### src/hw/tx_pdo_defs.vh
// constants for the transmit channel parameter scheduler
`ifndef TX_PDO_DEFS_VH
`define TX_PDO_DEFS_VH
`define REC_IDX_TX2 16'h1801
`define REC_IDX_TX3 16'h1802
`define REC_IDX_TX4 16'h1803
`define SUB_COUNT 8'h00
`define SUB_IDENT 8'h01
`define SUB_TRIG 8'h02
`define SUB_INHIBIT 8'h03
`define SUB_PLACE 8'h04
`define SUB_EVT_TMR 8'h05
`define SUB_SYNC_START 8'h06
`define ENTRY_COUNT 8'h06
`define RST_IDENT 32'h00000000
`define RST_TRIG 8'hFF
`define RST_INHIBIT 16'h0064
`define RST_PLACE 8'h00
`define RST_EVT_TMR 16'h0000
`define RST_SYNC_START 8'h00
`define TRIG_SYNC_MAX 8'hF0
`define TRIG_ASYNC_MIN 8'hFE
`define SYNC_OVF_MIN 8'h01
`define CLK_MHZ 10
`define TICK_US 100
`define MS_US 1000
`define TICK_CYCLES (`TICK_US * `CLK_MHZ)
`define MS_TICKS (`MS_US / `TICK_US)
`define FIFO_DEPTH 32
`endif

### src/hw/frame_fifo.v
// flip-flop FIFO with valid and ready on both sides
`timescale 1ns/100ps
`default_nettype none
module frame_fifo #(
  parameter WIDTH = 96,
  parameter DEPTH = 32
) (
  // clock and reset
  input wire core_clk_i,
  input wire rst_n_i,
  // fill side
  input wire in_valid_i,
  output wire in_ready_o,
  input wire [WIDTH-1:0] in_data_i,
  // drain side
  output wire out_valid_o,
  input wire out_ready_i,
  output wire [WIDTH-1:0] out_data_o
);
  localparam AW = $clog2(DEPTH);
  reg [WIDTH-1:0] mem_q [0:DEPTH-1];
  reg [AW-1:0] wr_q;
  reg [AW-1:0] rd_q;
  reg [AW:0] cnt_q;
  wire push;
  wire pop;
  assign in_ready_o = (cnt_q != DEPTH[AW:0]);
  assign out_valid_o = (cnt_q != {(AW+1){1'b0}});
  assign out_data_o = mem_q[rd_q];
  assign push = in_valid_i & in_ready_o;
  assign pop = out_valid_o & out_ready_i;
  always @(posedge core_clk_i)
  begin
    if (push)
      mem_q[wr_q] <= in_data_i;
  end
  always @(posedge core_clk_i or negedge rst_n_i)
  begin
    if (!rst_n_i)
    begin
      wr_q <= {AW{1'b0}};
      rd_q <= {AW{1'b0}};
      cnt_q <= {(AW+1){1'b0}};
    end
    else
    begin
      if (push)
        wr_q <= (wr_q == DEPTH[AW-1:0] - 1'b1) ? {AW{1'b0}} : wr_q + 1'b1;
      if (pop)
        rd_q <= (rd_q == DEPTH[AW-1:0] - 1'b1) ? {AW{1'b0}} : rd_q + 1'b1;
      if (push & ~pop)
        cnt_q <= cnt_q + 1'b1;
      else if (pop & ~push)
        cnt_q <= cnt_q - 1'b1;
    end
  end
endmodule
`default_nettype wire

### src/hw/time_base.v
// 100 us and 1 ms tick generator from the core clock
`timescale 1ns/100ps
`default_nettype none
module time_base #(
  parameter TICK_CYCLES = 1000,
  parameter MS_TICKS = 10
) (
  // clock and reset
  input wire core_clk_i,
  input wire rst_n_i,
  // ticks
  output reg tick_100us_o,
  output reg tick_1ms_o
);
  reg [15:0] cyc_q;
  reg [7:0] sub_q;
  always @(posedge core_clk_i or negedge rst_n_i)
  begin
    if (!rst_n_i)
    begin
      cyc_q <= 16'h0000;
      sub_q <= 8'h00;
      tick_100us_o <= 1'b0;
      tick_1ms_o <= 1'b0;
    end
    else
    begin
      tick_100us_o <= 1'b0;
      tick_1ms_o <= 1'b0;
      if (cyc_q == TICK_CYCLES[15:0] - 16'h0001)
      begin
        cyc_q <= 16'h0000;
        tick_100us_o <= 1'b1;
        if (sub_q == MS_TICKS[7:0] - 8'h01)
        begin
          sub_q <= 8'h00;
          tick_1ms_o <= 1'b1;
        end
        else
          sub_q <= sub_q + 8'h01;
      end
      else
        cyc_q <= cyc_q + 16'h0001;
    end
  end
endmodule
`default_nettype wire

### src/hw/tx_pdo_comm_param_scheduler.v
// transmit channel parameter records and send scheduler
`timescale 1ns/100ps
`include "tx_pdo_defs.vh"
`default_nettype none
module tx_pdo_comm_param_scheduler #(
  parameter DATA_W = 64,
  parameter FIFO_DEPTH = `FIFO_DEPTH
) (
  // clock and reset
  input wire core_clk_i,
  input wire arst_n_i,
  // object dictionary access
  input wire od_req_i,
  input wire od_wr_i,
  input wire [15:0] od_index_i,
  input wire [7:0] od_sub_i,
  input wire [31:0] od_wdata_i,
  output reg od_ack_o,
  output reg od_abort_o,
  output reg [31:0] od_rdata_o,
  // store and restart
  input wire save_req_i,
  input wire restart_i,
  // sync and events
  input wire sync_i,
  input wire [7:0] sync_count_i,
  input wire [7:0] sync_overflow_i,
  input wire [1:0] app_event_i,
  // mapped data per channel
  input wire [DATA_W-1:0] tx2_map_data_i,
  input wire [DATA_W-1:0] tx3_map_data_i,
  // outgoing frames
  output reg frame_valid_o,
  input wire frame_ready_i,
  output reg [31:0] frame_id_o,
  output reg [DATA_W-1:0] frame_data_o
);
  localparam FW = 32 + DATA_W;
  localparam [31:0] INH_STEP = `TICK_CYCLES;
  integer i, j, k;
  reg [1:0] rst_q;
  wire rst_n;
  wire tick_1ms;
  // live and saved records, index 0 is the second channel
  reg [31:0] id_q [0:1];
  reg [7:0] trig_q [0:1];
  reg [15:0] inh_q [0:1];
  reg [7:0] place_q [0:1];
  reg [15:0] etmr_q [0:1];
  reg [7:0] sstart_q [0:1];
  reg [87:0] sv_rec_q [0:1];
  // scheduler state
  reg [1:0] started_q;
  reg [7:0] div_q [0:1];
  reg [31:0] inh_cnt_q [0:1];
  reg [15:0] etmr_cnt_q [0:1];
  reg [1:0] pend_async_q;
  reg [1:0] pend_sync_q;
  reg [1:0] acyc_q;
  reg [1:0] sync_due;
  reg [1:0] tmr_fire;
  reg [1:0] can_send;
  reg [1:0] grant;
  reg start_hit;
  reg grant_ch;
  reg [FW-1:0] push_data;
  wire fifo_in_ready;
  wire fifo_out_valid;
  wire fifo_out_ready;
  wire [FW-1:0] fifo_out_data;
  wire od_hit;
  wire od_ch;
  function is_async;
    input [7:0] tt;
    begin
      is_async = (tt >= `TRIG_ASYNC_MIN);
    end
  endfunction
  function is_sync;
    input [7:0] tt;
    begin
      is_sync = (tt <= `TRIG_SYNC_MAX);
    end
  endfunction
  // reset release through two flip-flops
  always @(posedge core_clk_i or negedge arst_n_i)
  begin
    if (!arst_n_i)
      rst_q <= 2'b00;
    else
      rst_q <= {rst_q[0], 1'b1};
  end
  assign rst_n = rst_q[1];
  time_base #(
    .TICK_CYCLES(`TICK_CYCLES),
    .MS_TICKS(`MS_TICKS)
  ) u_time_base (
    .core_clk_i(core_clk_i),
    .rst_n_i(rst_n),
    .tick_100us_o(),
    .tick_1ms_o(tick_1ms)
  );
  assign od_hit = (od_index_i == `REC_IDX_TX2) ||
                  (od_index_i == `REC_IDX_TX3);
  assign od_ch = (od_index_i == `REC_IDX_TX3);
  // record storage, access answers one cycle after a request
  always @(posedge core_clk_i or negedge rst_n)
  begin
    if (!rst_n)
    begin
      for (i = 0; i < 2; i = i + 1)
      begin
        id_q[i] <= `RST_IDENT;
        trig_q[i] <= `RST_TRIG;
        inh_q[i] <= `RST_INHIBIT;
        place_q[i] <= `RST_PLACE;
        etmr_q[i] <= `RST_EVT_TMR;
        sstart_q[i] <= `RST_SYNC_START;
        sv_rec_q[i] <= {`RST_IDENT, `RST_TRIG, `RST_INHIBIT, `RST_PLACE,
                        `RST_EVT_TMR, `RST_SYNC_START};
      end
      od_ack_o <= 1'b0;
      od_abort_o <= 1'b0;
      od_rdata_o <= 32'h00000000;
    end
    else
    begin
      od_ack_o <= od_req_i;
      od_abort_o <= 1'b0;
      od_rdata_o <= 32'h00000000;
      if (save_req_i)
        for (i = 0; i < 2; i = i + 1)
          sv_rec_q[i] <= {id_q[i], trig_q[i], inh_q[i], place_q[i],
                          etmr_q[i], sstart_q[i]};
      if (restart_i)
        for (i = 0; i < 2; i = i + 1)
          {id_q[i], trig_q[i], inh_q[i], place_q[i], etmr_q[i],
           sstart_q[i]} <= sv_rec_q[i];
      else if (od_req_i)
      begin
        if (od_index_i == `REC_IDX_TX4 && od_sub_i == `SUB_COUNT)
        begin
          od_rdata_o <= {24'h000000, `ENTRY_COUNT};
          od_abort_o <= od_wr_i;
        end
        else if (!od_hit)
          od_abort_o <= 1'b1;
        else
          case (od_sub_i)
            `SUB_COUNT:
            begin
              od_rdata_o <= {24'h000000, `ENTRY_COUNT};
              od_abort_o <= od_wr_i;
            end
            `SUB_IDENT:
            begin
              if (od_wr_i)
                id_q[od_ch] <= od_wdata_i;
              od_rdata_o <= id_q[od_ch];
            end
            `SUB_TRIG:
            begin
              if (od_wr_i)
                trig_q[od_ch] <= od_wdata_i[7:0];
              od_rdata_o <= {24'h000000, trig_q[od_ch]};
            end
            `SUB_INHIBIT:
            begin
              if (od_wr_i)
                inh_q[od_ch] <= od_wdata_i[15:0];
              od_rdata_o <= {16'h0000, inh_q[od_ch]};
            end
            `SUB_PLACE:
            begin
              if (od_wr_i)
                place_q[od_ch] <= od_wdata_i[7:0];
              od_rdata_o <= {24'h000000, place_q[od_ch]};
            end
            `SUB_EVT_TMR:
            begin
              if (od_wr_i)
                etmr_q[od_ch] <= od_wdata_i[15:0];
              od_rdata_o <= {16'h0000, etmr_q[od_ch]};
            end
            `SUB_SYNC_START:
            begin
              if (od_wr_i)
                sstart_q[od_ch] <= od_wdata_i[7:0];
              od_rdata_o <= {24'h000000, sstart_q[od_ch]};
            end
            default:
              od_abort_o <= 1'b1;
          endcase
      end
    end
  end
  // per channel send decisions
  always @*
  begin
    sync_due = 2'b00;
    tmr_fire = 2'b00;
    can_send = 2'b00;
    start_hit = 1'b0;
    for (j = 0; j < 2; j = j + 1)
    begin
      start_hit = started_q[j] || sstart_q[j] == 8'h00 ||
                  sync_overflow_i <= `SYNC_OVF_MIN ||
                  sync_count_i == sstart_q[j];
      if (sync_i && start_hit && is_sync(trig_q[j]))
      begin
        if (trig_q[j] == 8'h00)
          sync_due[j] = acyc_q[j] | app_event_i[j];
        else
          sync_due[j] = (div_q[j] + 8'h01 >= trig_q[j]);
      end
      tmr_fire[j] = tick_1ms && etmr_q[j] != 16'h0000 &&
                    is_async(trig_q[j]) &&
                    etmr_cnt_q[j] + 16'h0001 >= etmr_q[j];
      can_send[j] = pend_sync_q[j] ||
                    (pend_async_q[j] && inh_cnt_q[j] == 32'h00000000);
    end
    grant = 2'b00;
    grant_ch = 1'b0;
    if (fifo_in_ready && !restart_i)
    begin
      if (can_send[0])
        grant[0] = 1'b1;
      else if (can_send[1])
      begin
        grant[1] = 1'b1;
        grant_ch = 1'b1;
      end
    end
    push_data = grant_ch ? {id_q[1], tx3_map_data_i} :
                           {id_q[0], tx2_map_data_i};
  end
  // scheduler state
  always @(posedge core_clk_i or negedge rst_n)
  begin
    if (!rst_n)
    begin
      started_q <= 2'b00;
      pend_async_q <= 2'b00;
      pend_sync_q <= 2'b00;
      acyc_q <= 2'b00;
      for (k = 0; k < 2; k = k + 1)
      begin
        div_q[k] <= 8'h00;
        inh_cnt_q[k] <= 32'h00000000;
        etmr_cnt_q[k] <= 16'h0000;
      end
    end
    else if (restart_i)
    begin
      started_q <= 2'b00;
      pend_async_q <= 2'b00;
      pend_sync_q <= 2'b00;
      acyc_q <= 2'b00;
      for (k = 0; k < 2; k = k + 1)
      begin
        div_q[k] <= 8'h00;
        inh_cnt_q[k] <= 32'h00000000;
        etmr_cnt_q[k] <= 16'h0000;
      end
    end
    else
      for (k = 0; k < 2; k = k + 1)
      begin
        if (sync_due[k])
          started_q[k] <= 1'b1;
        if (sync_i && is_sync(trig_q[k]) && trig_q[k] != 8'h00 &&
            (started_q[k] || sync_due[k] || div_q[k] != 8'h00 ||
             sstart_q[k] == 8'h00 || sync_overflow_i <= `SYNC_OVF_MIN ||
             sync_count_i == sstart_q[k]))
          div_q[k] <= sync_due[k] ? 8'h00 : div_q[k] + 8'h01;
        // acyclic request is consumed by the sync that sends it
        if (sync_due[k] && trig_q[k] == 8'h00)
          acyc_q[k] <= 1'b0;
        else if (app_event_i[k] && trig_q[k] == 8'h00)
          acyc_q[k] <= 1'b1;
        if (etmr_q[k] == 16'h0000 || !is_async(trig_q[k]))
          etmr_cnt_q[k] <= 16'h0000;
        else if (tmr_fire[k])
          etmr_cnt_q[k] <= 16'h0000;
        else if (tick_1ms)
          etmr_cnt_q[k] <= etmr_cnt_q[k] + 16'h0001;
        // pending flags, new request wins over clear
        if ((app_event_i[k] && is_async(trig_q[k])) || tmr_fire[k])
          pend_async_q[k] <= 1'b1;
        else if (grant[k])
          pend_async_q[k] <= 1'b0;
        if (sync_due[k])
          pend_sync_q[k] <= 1'b1;
        else if (grant[k])
          pend_sync_q[k] <= 1'b0;
        // inhibit in cycles, counted from the grant
        if (grant[k] && !pend_sync_q[k] && is_async(trig_q[k]))
          inh_cnt_q[k] <= {16'h0000, inh_q[k]} * INH_STEP;
        else if (inh_cnt_q[k] != 32'h00000000)
          inh_cnt_q[k] <= inh_cnt_q[k] - 32'h00000001;
      end
  end
  frame_fifo #(
    .WIDTH(FW),
    .DEPTH(FIFO_DEPTH)
  ) u_frame_fifo (
    .core_clk_i(core_clk_i),
    .rst_n_i(rst_n),
    .in_valid_i(grant[0] | grant[1]),
    .in_ready_o(fifo_in_ready),
    .in_data_i(push_data),
    .out_valid_o(fifo_out_valid),
    .out_ready_i(fifo_out_ready),
    .out_data_o(fifo_out_data)
  );
  assign fifo_out_ready = ~frame_valid_o | frame_ready_i;
  // registered frame output stage
  always @(posedge core_clk_i or negedge rst_n)
  begin
    if (!rst_n)
    begin
      frame_valid_o <= 1'b0;
      frame_id_o <= 32'h00000000;
      frame_data_o <= {DATA_W{1'b0}};
    end
    else if (fifo_out_ready)
    begin
      frame_valid_o <= fifo_out_valid;
      if (fifo_out_valid)
      begin
        frame_id_o <= fifo_out_data[FW-1:DATA_W];
        frame_data_o <= fifo_out_data[DATA_W-1:0];
      end
    end
  end
endmodule
`default_nettype wire

### config.mk
export PLATFORM = sky130hd
export DESIGN_NAME = tx_pdo_comm_param_scheduler
export DESIGN_NICKNAME = d
export VERILOG_FILES = /design/src/hw/frame_fifo.v /design/src/hw/time_base.v /design/src/hw/tx_pdo_comm_param_scheduler.v
export VERILOG_INCLUDE_DIRS = /design/src /design/src/hw
export SDC_FILE = /design/constraint.sdc
export NUM_CORES = 2
export LEC_CHECK = 0
export BUFFER_PORTS_ARGS = -buffer_cell sky130_fd_sc_hd__buf_2
export CORE_ASPECT_RATIO = 0.5
export CORE_MARGIN = 5
export CORE_UTILIZATION = 40
export CTS_BUF_LIST = sky130_fd_sc_hd__clkbuf_4
export CTS_CLUSTER_DIAMETER = 60
export CTS_CLUSTER_SIZE = 40
export DETAILED_ROUTE_END_ITERATION = 10
export PLACE_DENSITY_LB_ADDON = 0.25
export SYNTH_ARGS = -nofsm -noshare
export SYNTH_HDL_FRONTEND = slang
export SYNTH_HIERARCHICAL = 1
export SYNTH_SLANG_ARGS = --single-unit
export TNS_END_PERCENT = 20
### constraint.sdc
create_clock -name core_clk_i -period 54.8 [get_ports core_clk_i]
set_input_delay 2.74 -clock core_clk_i [delete_from_list [all_inputs] [get_ports core_clk_i]]
set_output_delay 2.74 -clock core_clk_i [all_outputs]
set_load 0.01 [all_outputs]
==> results by stage <==
Yosys:
- Counting every net in the synthesized netlist gives ~9300.
- The warning count from the yosys run is 6.
- The synthesized area is ~150000 sq um.
- The synthesized area divided by synthesized cell count is 17.36 sq um.
- The synthesized instance count is around 9000.

Setup path:
- The slowest stage of the critical path is the sky130_fd_sc_hd__nor2_4 cell.
- At the worst endpoint, the arrival time is about 9.0 ns.
- The nature of the critical path startpoint is a register.
- The setup path with the least slack is of type register to register.
- Broken down by cell family, the worst path's largest delay share belongs to simple AND/OR/NAND/NOR gates.
- In this run the worst path has a maximum fanout of 29.
- The largest single stage delay on the critical path is between 1 and 1.5 ns.
- The total buffers and inverters traversed by the critical path is 4.
- The worst setup path is captured at a register.
- The critical path goes through or4_1, or3_1, or4_1, nor3_2, a21oi_1, a21oi_1, o31ai_2, inv_2, nand2_1, nor2_4, buf_4, buf_4, buf_4.
- Counting stages on the worst path, the most repeated cell is sky130_fd_sc_hd__buf_4.
- Data on the critical path is required at its endpoint by ~56 ns.

Final layout:
- The net total in the final layout is between 9000 and 10000.
- The top cell types in the final layout, fill and taps aside, are sky130_fd_sc_hd__edfxtp_1, sky130_fd_sc_hd__dfrtp_1, sky130_fd_sc_hd__mux2i_1.
- Leaving out fill and tap cells, the most frequent cell in the layout is sky130_fd_sc_hd__edfxtp_1.
- The area taken by multi-input logic gates is about 42000 sq um.
- The area taken by flip-flops and latches is 108500 sq um.
- The area growth from synthesis to layout is 7.213%.
- Of the cells placed in the final design, the portion with a size suffix greater than 1 is a little over a fifth.
- The count of filler cells inserted in the layout is approximately 33000.
- The non-filler instance count after layout is 14280.

Place:
- The estimated wirelength of the detail-placed design is ~220000 um.
- The weighted congestion at the end of routability-driven global placement is 0.7921.
- Prior to clock tree synthesis, the placed netlist has a worst setup slack of between 40 and 50 ns.
- The number of input and output port buffers inserted is between 300 and 400.
- Once placement completed, the tool counted placed cells totaling ~14000.

Detailed routing:
- The DRC marker count from the first detailed-route iteration is just under 9000.
- For this block, the routed nets add up to slightly above 400000 um of wire.
- Dividing the detail-routed wire length by the instance count gives about 29 um.
- The mean number of vias per cell is between 5 and 6.
- The number of antenna-violating nets in the routed design is 0.
- For this run, design rule violations remaining after detail routing come to 0.
- The pre-antenna-repair detailed-routing pass consisted of 6 iterations.
- The routed layout has between 80000 and 90000 vias.

Global route:
- The number of antenna violations at the first check in global routing is 23.
- The largest net degree at the start of global routing is between 100 and 150.
- The total global routing track utilization is roughly 20%.
- The number of global-route vias before repair was 82030.
- The overall overflow remaining after global route is 0.
- The wire length of the first global-routing pass is 588100 um.

Min path:
- The min-delay analysis places its worst path in the category register to asynchronous set/reset pin.

CTS:
- The TritonCTS buffer count is 168.
- The largest buffer count on any clock path is 4.
- CTS placed an instance of sky130_fd_sc_hd__clkbuf_4 at the clock tree root.
- The cts-stage hold buffer count is 0.
- The post-CTS clock slew at the launch and capture registers of the worst setup and hold paths is between 0.3 and 0.4 ns.
- For this design, the sink count on the clock tree is between 3000 and 4000.
- The count of H-tree levels built during CTS is 4.
- The TritonCTS clock tree is built.
- At the later pin of the worst-skew pair, clock insertion delay measures between 1.5 and 2 ns.
- The number of cells upsized or downsized after cts is 0.
- Once the clock tree was built, the setup fixing pass inserted 0 buffers.

Floorplan:
- The vertical die dimension is 447.5 um.
- The area of the core region is around 380000 sq um.
- For this design the top-level I/O count stands at 341.
- Row generation in the floorplan step produced 160 rows.
- The initial utilization of the core area, before any placement, comes to roughly two fifths.
- In this run the horizontal extent of the chip is 885.1 um.
- The overall die area is 396100 sq um.

Pwr:
- The share of power burned in combinational logic is a little under two fifths.
- The leakage power is 55.87 nW.
- The maximum vdd ir drop is about 0.047 mV.
- Total power for the finished layout comes to around 0.0073 W.
- The relative contribution of the clock network to total power is between 10% and 20%.
- Net switching is between 30% and 40% of the power.
- The power per cell area is about 44 nW/um^2.
- For this design the total switching power over the nets is roughly 0.0027 W.
- Registers are responsible for a little under half of the overall power.
- The internal portion of the total power is about 0.0047 W.

Timing:
- The worst path uses ~14% of the clock period.
- Derived from the worst setup path, the maximum achievable clock frequency is ~130 MHz.
- The smallest clock period supported by the final layout is computed as slightly below 8 ns.
- The tightest hold path in the finished design has a slack of 0.2595 ns.
- Once routing completed, OpenROAD measured the worst setup slack at 46.86 ns.
- Setup violations remaining at the end of the flow were counted as 0.
- The number of max-slew violations in the final report came to 0.
- The number of hold violations in the final report was 0.
- For the final routed database, the setup TNS stands at 0 ns.
- The worst-margin pin slew is 1.285 ns.
- Setup repair after global routing left no endpoint under its margin.
- The largest clock skew in the final design is approximately 0.29 ns.
- The worst-case headroom to the max-slew limit is around 14%.

Run status:
- The flow ran to the end, and the final reports show no timing, DRC or antenna violations.

Job:
- The number of violations of the max-capacitance limit is 0.
==> area by class of cell <==
| cell class | count | share of cell area [%] |
|---|---|---|
| timing repair buffer | 513 | 1.946 |
| clock inverter | 122 | 1.253 |
| sequential | 3718 | 66.07 |
| antenna | 23 | 0.03505 |
| inverter | 243 | 0.5586 |
| multi-input combinational | 4377 | 25.44 |
| tap | 5103 | 3.889 |
| clock buffer | 177 | 0.8093 |
==> sequential cells by signal, summed over array words and instances (netlist names), 5 cells and up <==
| name | cells |
|---|---|
| u_frame_fifo/mem_q | 3072 |
| sv_rec_q | 176 |
| frame_data_o | 64 |
| id_q | 64 |
| inh_cnt_q | 64 |
| etmr_cnt_q | 32 |
| etmr_q | 32 |
| frame_id_o | 32 |
| inh_q | 32 |
| od_rdata_o | 32 |
| div_q | 16 |
| place_q | 16 |
| sstart_q | 16 |
| trig_q | 16 |
| u_time_base/cyc_q | 16 |
| u_time_base/sub_q | 8 |
| u_frame_fifo/cnt_q | 6 |
| u_frame_fifo/rd_q | 5 |
| u_frame_fifo/wr_q | 5 |
==> power groups by stage <==
| stage | clock, W | combinational [W] | sequential [W] |
|---|---|---|---|
| 5_1_grt | 0.00136 | 0.00304 | 0.00333 |
| 3_5_place_dp | 0 | 0.00279 | 0.00338 |
| 3_3_place_gp | 0 | 0.00278 | 0.00337 |
| 2_1_floorplan | 0 | 0.00206 | 0.00335 |
| 4_1_cts | 0.00127 | 0.00280 | 0.00332 |
| 6_report | 0.00123 | 0.00276 | 0.00332 |
==> through the flow <==
stage | utilization [%] | area (sq um)
2_1_floorplan | - | 153100
3_3_place_gp | 42.22 | 160700
3_5_place_dp | 42.22 | 160700
4_1_cts | 43.11 | 164100
5_1_grt | 43.11 | 164200
6_report | 43.12 | 164200
==> per-layer routing <==
metal  vias to the layer above  GRT usage [%]  share of wire [%]
met5                         -              0              0.020
met4                        12          3.985                2.1
met2                      2593          33.65                 48
met3                       415          2.440                6.1
li1                      35130              -                  -
met1                     44370          28.88                 44
==> path summary, 6_finish.rpt <==
| path | startpoint | endpoint | slack [ns] | cells past startpoint |
|---|---|---|---|---|
| hold reg to reg | rst_q[1] | sv_rec_q[40] | 0.26 | 0 |
| setup / recovery | inh_cnt_q[48] | u_frame_fifo/mem_q[7][63] | 46.86 | 13 |
| setup reg to reg | inh_cnt_q[48] | u_frame_fifo/mem_q[7][63] | 46.86 | 13 |
| max in group asynchronous | rst_q[1] | div_q[6] | 52.21 | 2 |
| min in group core_clk_i | rst_q[0] | rst_q[1] | 0.38 | 0 |
| hold / removal | rst_q[1] | sv_rec_q[40] | 0.26 | 0 |
No activity file was read; power rests on OpenSTA's default activity.
